==> src/lhcr_params.svh <==
`ifndef LHCR_PARAMS_SVH
`define LHCR_PARAMS_SVH
`define LHCR_CNT_W        13
`define LHCR_MID_COUNT    13'h1000
`define LHCR_FULL_COUNT   8192
`define LHCR_SLOW_W       6
`define LHCR_ADDR_W       4
`define LHCR_REG_CTRL     4'h0
`define LHCR_REG_FLAG     4'h4
`define LHCR_REG_SLOW     4'h8
`define LHCR_REG_COUNT    4'hc
`define LHCR_B_MON_EN     0
`define LHCR_B_FMON_EN    1
`define LHCR_B_NOFB       2
`define LHCR_B_PLL_POWER_ON      3
`define LHCR_B_BUS_CLOCK_SELECT_PLL       4
`define LHCR_B_MCS        5
`define LHCR_B_DLY        6
`define LHCR_B_IRQEN      7
`define LHCR_B_AUTO       8
`define LHCR_B_ACTIVE     0
`define LHCR_B_IRQF       1
`define LHCR_CTRL_RST     9'h009
`endif

==> src/lhcr_pkg.sv <==
package lhcr_pkg;
  typedef enum logic [2:0] {
    LHCR_POR_RESET,
    LHCR_RUN,
    LHCR_MON_RESET,
    LHCR_STOP,
    LHCR_STOP_WAIT
  } lhcr_state_t;
endpackage : lhcr_pkg

==> src/lhcr_limp_home.sv <==
// Our own choices: the strobed register port and the address map.
`timescale 1ns/1ps
`default_nettype none
`include "lhcr_params.svh"

module lhcr_limp_home
  import lhcr_pkg::*;
(
  input  wire logic                     i_clk,
  input  wire logic                     i_reset_n,
  input  wire logic                     i_ext_clock_present,
  input  wire logic                     i_pll_supply_present,
  input  wire logic                     i_normal_mode,
  input  wire logic                     i_stop_req,
  input  wire logic                     i_wake_irq,
  input  wire logic                     i_wake_xirq,
  input  wire logic                     i_wake_key_j,
  input  wire logic                     i_wake_key_h,
  input  wire logic                     i_wake_can,
  input  wire logic [`LHCR_ADDR_W-1:0]  i_addr,
  input  wire logic [31:0]              i_wdata,
  input  wire logic                     i_wr,
  input  wire logic                     i_rd,
  output logic      [31:0]              o_rdata,
  output logic                          o_internal_reset,
  output logic                          o_monitor_reset,
  output logic                          o_fallback_active_flag,
  output logic                          o_fallback_irq,
  output logic                          o_pll_power_on,
  output logic                          o_bus_clock_select_pll,
  output logic                          o_module_clock_select,
  output logic                          o_use_min_osc,
  output logic                          o_pll_relock,
  output logic                          o_stopped,
  output logic                          o_monitor_sample
);

  // Pins are double-registered; only the second stage is read.
  logic [1:0] ext_sync_r, pll_sync_r, mode_sync_r;
  logic [4:0] wake_pin, wake_s1_r, wake_s2_r;
  assign wake_pin = {i_wake_can, i_wake_key_h, i_wake_key_j, i_wake_xirq, i_wake_irq};

  always_ff @(posedge i_clk or negedge i_reset_n) begin
    if (!i_reset_n) begin
      ext_sync_r  <= 2'h0;
      pll_sync_r  <= 2'h0;
      mode_sync_r <= 2'h0;
    end else begin
      ext_sync_r  <= {ext_sync_r[0], i_ext_clock_present};
      pll_sync_r  <= {pll_sync_r[0], i_pll_supply_present};
      mode_sync_r <= {mode_sync_r[0], i_normal_mode};
    end
  end

  // Each wake pin is synchronised on its own; they are only combined after the second stage.
  genvar gi;
  generate
    for (gi = 0; gi < 5; gi++) begin : g_wake_sync
      always_ff @(posedge i_clk or negedge i_reset_n) begin
        if (!i_reset_n) begin
          wake_s1_r[gi] <= 1'b0;
          wake_s2_r[gi] <= 1'b0;
        end else begin
          wake_s1_r[gi] <= wake_pin[gi];
          wake_s2_r[gi] <= wake_s1_r[gi];
        end
      end
    end
  endgenerate

  logic ext_ok, pll_ok, normal_ok, wake_ok;
  assign ext_ok    = ext_sync_r[1];
  assign pll_ok    = pll_sync_r[1];
  assign normal_ok = mode_sync_r[1];
  assign wake_ok   = |wake_s2_r;

  function automatic logic lhcr_hit(input logic [`LHCR_ADDR_W-1:0] addr,
                                    input logic [`LHCR_ADDR_W-1:0] want);
    lhcr_hit = (addr == want);
  endfunction : lhcr_hit

  lhcr_state_t                  state_r;
  logic [8:0]                   ctrl_r;
  logic [`LHCR_SLOW_W-1:0]      slow_r;
  logic [`LHCR_SLOW_W-1:0]      slow_cnt_r;
  logic [`LHCR_CNT_W-1:0]       cnt_r;
  logic                         active_r, irqf_r;
  logic                         saved_bus_clock_select_pll_r, saved_mcs_r;
  logic                         sample_r;

  // Slow-domain tick: the divider stretches every counter step, so all delays scale with it.
  logic tick, mid, fb_allowed, mon_en, ctrl_wr, flag_wr;
  assign tick       = (slow_cnt_r == slow_r);
  assign mid        = tick && (cnt_r == `LHCR_MID_COUNT - 13'h0001);
  assign fb_allowed = pll_ok && !ctrl_r[`LHCR_B_NOFB];
  assign mon_en     = active_r || ctrl_r[`LHCR_B_MON_EN] || ctrl_r[`LHCR_B_FMON_EN];
  assign ctrl_wr    = i_wr && lhcr_hit(i_addr, `LHCR_REG_CTRL);
  assign flag_wr    = i_wr && lhcr_hit(i_addr, `LHCR_REG_FLAG);

  always_ff @(posedge i_clk or negedge i_reset_n) begin
    if (!i_reset_n) begin
      slow_cnt_r <= '0;
      cnt_r      <= '0;
    end else begin
      slow_cnt_r <= tick ? '0 : slow_cnt_r + 6'h01;
      if (state_r == LHCR_POR_RESET && mid && ext_ok)
        cnt_r <= '0;
      // Restarting on wake makes the exit delay a full mid count, not a phase of the free run.
      else if (state_r == LHCR_STOP && wake_ok)
        cnt_r <= '0;
      else if (tick)
        cnt_r <= cnt_r + 13'h0001;
    end
  end

  always_ff @(posedge i_clk or negedge i_reset_n) begin
    if (!i_reset_n) begin
      slow_r <= '0;
    end else if (i_wr && lhcr_hit(i_addr, `LHCR_REG_SLOW)) begin
      slow_r <= i_wdata[`LHCR_SLOW_W-1:0];
    end
  end

  // Control bits. Reset values assume a present PLL supply; the supply level is applied
  // once, on the third clock after release, because an async reset may only load constants.
  // The supply level is only trusted once its synchroniser has filled.
  logic       pll_seen_r;
  logic [1:0] pll_wait_r;
  always_ff @(posedge i_clk or negedge i_reset_n) begin
    if (!i_reset_n) begin
      ctrl_r     <= `LHCR_CTRL_RST;
      pll_seen_r <= 1'b0;
      pll_wait_r <= 2'h0;
    end else begin
      pll_wait_r <= {pll_wait_r[0], 1'b1};
      pll_seen_r <= pll_wait_r[1];
      if (pll_wait_r[1] && !pll_seen_r && !pll_ok)
        ctrl_r[`LHCR_B_NOFB] <= 1'b1;
      else if (ctrl_wr)
        ctrl_r <= i_wdata[8:0];
    end
  end

  logic loss, next_active;
  assign loss = mon_en && !ext_ok;

  always_ff @(posedge i_clk or negedge i_reset_n) begin
    if (!i_reset_n) begin
      state_r  <= LHCR_POR_RESET;
      active_r <= 1'b0;
    end else begin
      unique case (state_r)
        LHCR_POR_RESET: begin
          active_r <= fb_allowed && normal_ok && !ext_ok;
          if (mid) begin
            if (ext_ok || !pll_ok)
              state_r <= ext_ok ? LHCR_RUN : LHCR_POR_RESET;
            else if (normal_ok)
              state_r <= LHCR_RUN;
          end
        end
        LHCR_RUN: begin
          if (i_stop_req) begin
            if (!fb_allowed && (ctrl_r[`LHCR_B_MON_EN] || ctrl_r[`LHCR_B_FMON_EN]))
              state_r <= LHCR_MON_RESET;
            else
              state_r <= LHCR_STOP;
          end else if (loss && !active_r) begin
            if (fb_allowed)
              active_r <= 1'b1;
            else
              state_r <= LHCR_MON_RESET;
          end else if (active_r && mid && ext_ok) begin
            active_r <= 1'b0;
          end
        end
        LHCR_MON_RESET: begin
          if (ext_ok)
            state_r <= LHCR_POR_RESET;
        end
        LHCR_STOP: begin
          if (wake_ok) begin
            active_r <= fb_allowed;
            state_r  <= ctrl_r[`LHCR_B_DLY] ? LHCR_STOP_WAIT : LHCR_RUN;
          end
        end
        LHCR_STOP_WAIT: begin
          if (mid) begin
            state_r <= LHCR_RUN;
            if (ext_ok)
              active_r <= 1'b0;
          end
        end
      endcase
    end
  end

  assign next_active = active_r;

  // Saved selects are taken while not in fallback; a control write in fallback updates the saved bus select, so exit restores that and the pre-loss module select.
  always_ff @(posedge i_clk or negedge i_reset_n) begin
    if (!i_reset_n) begin
      saved_bus_clock_select_pll_r <= 1'b0;
      saved_mcs_r  <= 1'b0;
    end else if (!active_r) begin
      saved_bus_clock_select_pll_r <= ctrl_r[`LHCR_B_BUS_CLOCK_SELECT_PLL];
      saved_mcs_r  <= ctrl_r[`LHCR_B_MCS];
    end else if (ctrl_wr) begin
      saved_bus_clock_select_pll_r <= i_wdata[`LHCR_B_BUS_CLOCK_SELECT_PLL];
    end
  end

  // Irq flag: a flag change wins over a same-cycle software clear.
  logic active_d_r;
  always_ff @(posedge i_clk or negedge i_reset_n) begin
    if (!i_reset_n) begin
      active_d_r <= 1'b0;
      irqf_r     <= 1'b0;
    end else begin
      active_d_r <= active_r;
      if (active_d_r != active_r)
        irqf_r <= 1'b1;
      else if (flag_wr && i_wdata[`LHCR_B_IRQF])
        irqf_r <= 1'b0;
    end
  end

  always_ff @(posedge i_clk or negedge i_reset_n) begin
    if (!i_reset_n) begin
      o_internal_reset <= 1'b1;
    end else begin
      o_internal_reset <= (state_r == LHCR_POR_RESET) || (state_r == LHCR_MON_RESET);
    end
  end

  always_ff @(posedge i_clk or negedge i_reset_n) begin
    if (!i_reset_n) begin
      o_monitor_reset <= 1'b0;
    end else begin
      o_monitor_reset <= (state_r == LHCR_MON_RESET);
    end
  end

  always_ff @(posedge i_clk or negedge i_reset_n) begin
    if (!i_reset_n) begin
      o_fallback_active_flag <= 1'b0;
    end else begin
      o_fallback_active_flag <= active_r;
    end
  end

  always_ff @(posedge i_clk or negedge i_reset_n) begin
    if (!i_reset_n) begin
      o_fallback_irq <= 1'b0;
    end else begin
      o_fallback_irq <= irqf_r && ctrl_r[`LHCR_B_IRQEN];
    end
  end

  always_ff @(posedge i_clk or negedge i_reset_n) begin
    if (!i_reset_n) begin
      o_pll_power_on <= 1'b1;
    end else begin
      o_pll_power_on <= active_r || ctrl_r[`LHCR_B_PLL_POWER_ON];
    end
  end

  always_ff @(posedge i_clk or negedge i_reset_n) begin
    if (!i_reset_n) begin
      o_bus_clock_select_pll <= 1'b0;
    end else begin
      o_bus_clock_select_pll <= active_r || saved_bus_clock_select_pll_r;
    end
  end

  always_ff @(posedge i_clk or negedge i_reset_n) begin
    if (!i_reset_n) begin
      o_module_clock_select <= 1'b0;
    end else begin
      o_module_clock_select <= !active_r && saved_mcs_r;
    end
  end

  always_ff @(posedge i_clk or negedge i_reset_n) begin
    if (!i_reset_n) begin
      o_use_min_osc <= 1'b0;
    end else begin
      o_use_min_osc <= active_r;
    end
  end

  // Relock is only offered outside fallback, so the slow clock is never ramped mid-recovery.
  always_ff @(posedge i_clk or negedge i_reset_n) begin
    if (!i_reset_n) begin
      o_pll_relock <= 1'b0;
    end else begin
      o_pll_relock <= !active_r && ctrl_r[`LHCR_B_AUTO] && saved_bus_clock_select_pll_r;
    end
  end

  always_ff @(posedge i_clk or negedge i_reset_n) begin
    if (!i_reset_n) begin
      o_stopped <= 1'b0;
    end else begin
      o_stopped <= (state_r == LHCR_STOP) || (state_r == LHCR_STOP_WAIT);
    end
  end

  always_ff @(posedge i_clk or negedge i_reset_n) begin
    if (!i_reset_n) begin
      sample_r <= 1'b0;
    end else begin
      sample_r <= mid && mon_en;
    end
  end
  assign o_monitor_sample = sample_r;

  always_ff @(posedge i_clk or negedge i_reset_n) begin
    if (!i_reset_n) begin
      o_rdata <= '0;
    end else if (i_rd) begin
      unique case (i_addr)
        `LHCR_REG_CTRL:  o_rdata <= {23'h0, ctrl_r};
        `LHCR_REG_FLAG:  o_rdata <= {30'h0, irqf_r, next_active};
        `LHCR_REG_SLOW:  o_rdata <= {26'h0, slow_r};
        `LHCR_REG_COUNT: o_rdata <= {19'h0, cnt_r};
        default:         o_rdata <= '0;
      endcase
    end else begin
      o_rdata <= '0;
    end
  end

endmodule : lhcr_limp_home
`default_nettype wire

==> config.mk <==
export PLATFORM = sky130hd
export DESIGN_NAME = lhcr_limp_home
export DESIGN_NICKNAME = d
export VERILOG_FILES = /design/src/lhcr_pkg.sv /design/src/lhcr_limp_home.sv
export VERILOG_INCLUDE_DIRS = /design/src
export SDC_FILE = /design/constraint.sdc
export NUM_CORES = 1
export LEC_CHECK = 0
export CAP_MARGIN = 20
export CORE_MARGIN = 3
export CORE_UTILIZATION = 60
export DETAILED_ROUTE_END_ITERATION = 10
export DONT_BUFFER_PORTS = 1
export PLACE_DENSITY = 0.73
export SYNTH_ARGS = -nofsm -noshare
export SYNTH_HDL_FRONTEND = slang
export SYNTH_SLANG_ARGS = --single-unit
==> constraint.sdc <==
create_clock -name i_clk -period 2.4 [get_ports i_clk]
set_input_delay 0.48 -clock i_clk [delete_from_list [all_inputs] [get_ports i_clk]]
set_output_delay 0.48 -clock i_clk [all_outputs]
set_load 0.02 [all_outputs]
==> impl_metrics.yaml <==
clock_network:
  clock-sinks: 83
  cts.clk_slew.worst_paths_ns: 0.09
  cts_setup_buffers: 0
  cts_resized: 0
  numCtsBuffers: 9
  root_buffer: "clkbuf_8"
  tritoncts: "done"
  clock_path_buffers: 2
  h-tree-depth: 3
  clk_latency_ns: 0.35
grt:
  grt_max_degree: 84
  grt_pass1_wl_um: 11800
  grtUsageTotal_pct: 21.5
  grt_remaining_overflow: 0
  grt_pass1_vias: 2391
  antenna_found_initial: 0
power_and_ir_drop:
  powerDensity_nw_per_um2: 974
  ir_drop_mv: 0.795
  p_leak_nw: 1.73
route:
  wl_per_cell_um: 17.7
  drc_errors: 0
  avgViaCountPerCell: 5.87
  drt-initial-drc-count: 135
  vias: 2359
  drtAntennaViolNets: 0
  dr.pass1.iters: 5
  wirelength_um: 7110
worst_setup_path:
  cp-end-kind: "flop"
  cp_cell_sequence: "xor2_1 -> nor4_4 -> nand2_1 -> or4_1 -> a21oi_1"
  arrival_ns: 2.37
  crit_fanout: 11
  crit_slowest_cell: "or4_1"
  start_kind: "flop"
  critPathMaxStageDelay_ns: 0.56
  required_ns: 2.68
  path_class: "reg2reg"
sta:
  worst_slew_pin_slew_ns: 0.561
  min_period_over_period_pct: 87.1
  finalCriticalPeriod_ns: 2.09
  rsz0062_at_grt: "false"
  fmax_mhz: 478
  tns_ns: 0
  final.setup_skew_ns: 0.0116
  slew_viol_final: 0
  setup_viol: 0
  fin_ws_ns: 0.309
  max_slew_margin_pct: 62.6
  final-hold-violation-count: 0
logic_synthesis:
  synth_cells: 320
  synth.distinct_cells: 52
  synth-seq-cells: 83
  synth_edf_count: 0
  synthArstFlopShare_pct: 100
  syn_area_per_cell_um2: 11.3
  ys_seq_area_share_pct: 57.4
  yosysWarnings: 0
  syn-cell-area_um2: 3630
  synth_flop_cell: "dfrtp_1"
floorplanning:
  rows: 27
  dieArea_um2: 7020
  die_w_um: 83.8
  initial_core_util_pct: 64.0
  ioPinCount: 92
  core_area_um2: 5680
  die_h_um: 83.8
cells_and_area:
  drive_gt1_share_pct: 11.8
  area_delta_synth_final_pct: 5.93
  stdcell_count: 402
  finish.utilization_pct: 67.7
  fill_cells: 436
  nets: 376
  antenna_cells: 0
placed_design:
  dp.cells: 385
  port_buffers: 0
  dp_slack_ns: 0.315
  dpl.hpwl_um: 4880
  gp_congestion: 0.860
job:
  cap_violations: 0
worst_hold_path:
  hold_path_class: "in2async"
status:
  outcome: "finished, final reports clean"
==> final timing paths <==
path | startpoint | end | slack, ns | cells after the start
min reg2reg | wake_s1_r[3] | wake_s2_r[3] | 0.34 | 0
min | i_reset_n | wake_s2_r[0] | 0.02 | 1
max reg2reg | slow_r[5] | cnt_r[4] | 0.31 | 5
max in group asynchronous | i_reset_n | ctrl_r[3] | 2.04 | 1
min in group i_clk | i_wake_key_j | wake_s1_r[2] | 0.15 | 0
max | slow_r[5] | cnt_r[4] | 0.31 | 5
==> Yosys cell counts, drive strengths merged, types with 6 or more instances <==
cell type | instances | share of area, %
nand2 | 25 | 2.6
nor2 | 27 | 2.9
o21ai | 11 | 1.5
clkbuf | 6 | 0.62
nand4 | 6 | 1.0
buf | 24 | 4.7
xor2 | 11 | 2.7
nand3 | 16 | 2.3
a21oi | 12 | 1.7
and3 | 6 | 1.0
dfrtp | 79 | 54
mux2 | 20 | 6.2
and2 | 10 | 1.7
==> cells by family after synthesis <==
group                    count (synthesis)  share of synthesized area [%]
AND/OR/NAND/NOR                        121                           17.6
buffers and inverters                   31                           5.38
AO/OA/AOI/OAI                           43                           7.41
XOR/XNOR                                14                           3.38
flip-flops                              83                           57.4
other                                    2                          0.207
adder cells (fa/ha/maj)                  2                          0.689
multiplexers                            24                           8.00
==> power by group <==
part,internal (mW),total [mW],switching (mW)
registers,1.68,2.05,0.377
clock network,0.411,0.924,0.513
logic,0.354,0.770,0.417
==> flip-flops by register name, summed over array words and instances, names as in the netlist, 3 cells and up <==
name / cells
slow_cnt_r: 6
o_rdata: 13
cnt_r: 13
wake_s1_r: 5
wake_s2_r: 5
state_r: 3
slow_r: 6
ctrl_r: 9
==> critical path: cells and delay by family, from the launching register on <==
kind	cells	cell delay, ns
AO/OA/AOI/OAI	1	0.15
XOR/XNOR	1	0.20
flip-flops	1	0.41
AND/OR/NAND/NOR	3	1.26
==> cells in the final DEF (no fill, tap or decap), drive strengths merged, types with 4 or more instances in the layout <==
cell,synthesis,layout
buf,24,6
dfrtp,79,79
mux2,20,20
dfstp,4,4
nor2,27,27
and2,10,10
nor2b,5,5
xor2,11,11
nand3,16,16
a31oi,4,4
nor3,5,5
and3,6,6
clkbuf,6,10
a21oi,12,12
o21ai,11,11
or4,5,5
nand4,6,6
or3,4,4
nand2,25,25
a22oi,4,4
conb,2,20
==> area by class of cell <==
type	count	area, um^2	area share [%]
flip-flops and latches	83	2080	54.1
multi-input cells	224	1420	36.9
clock buffers	10	138	3.58
well taps	72	90.1	2.34
repair buffers	6	65.1	1.69
clock inverters	6	46.3	1.20
inverters	1	3.75	0.0976
==> routing by layer <==
layer  track usage (%)  wire length, um
met1              27.9             3010
met2              32.7             3470
met5                 0                0
met4              8.19              161
met3              8.29              470
==> through the flow <==
stage,power (mW),hold slack [ns],cell area (um^2)
floorplan,2.65,0.184,3700
global placement,2.77,0.186,3630
detailed placement,2.81,0.186,3630
CTS,3.74,-0.207,3820
global route,3.99,0.0152,3840
finish,3.75,0.0169,3840
No activity file was read; power rests on OpenSTA's default activity.
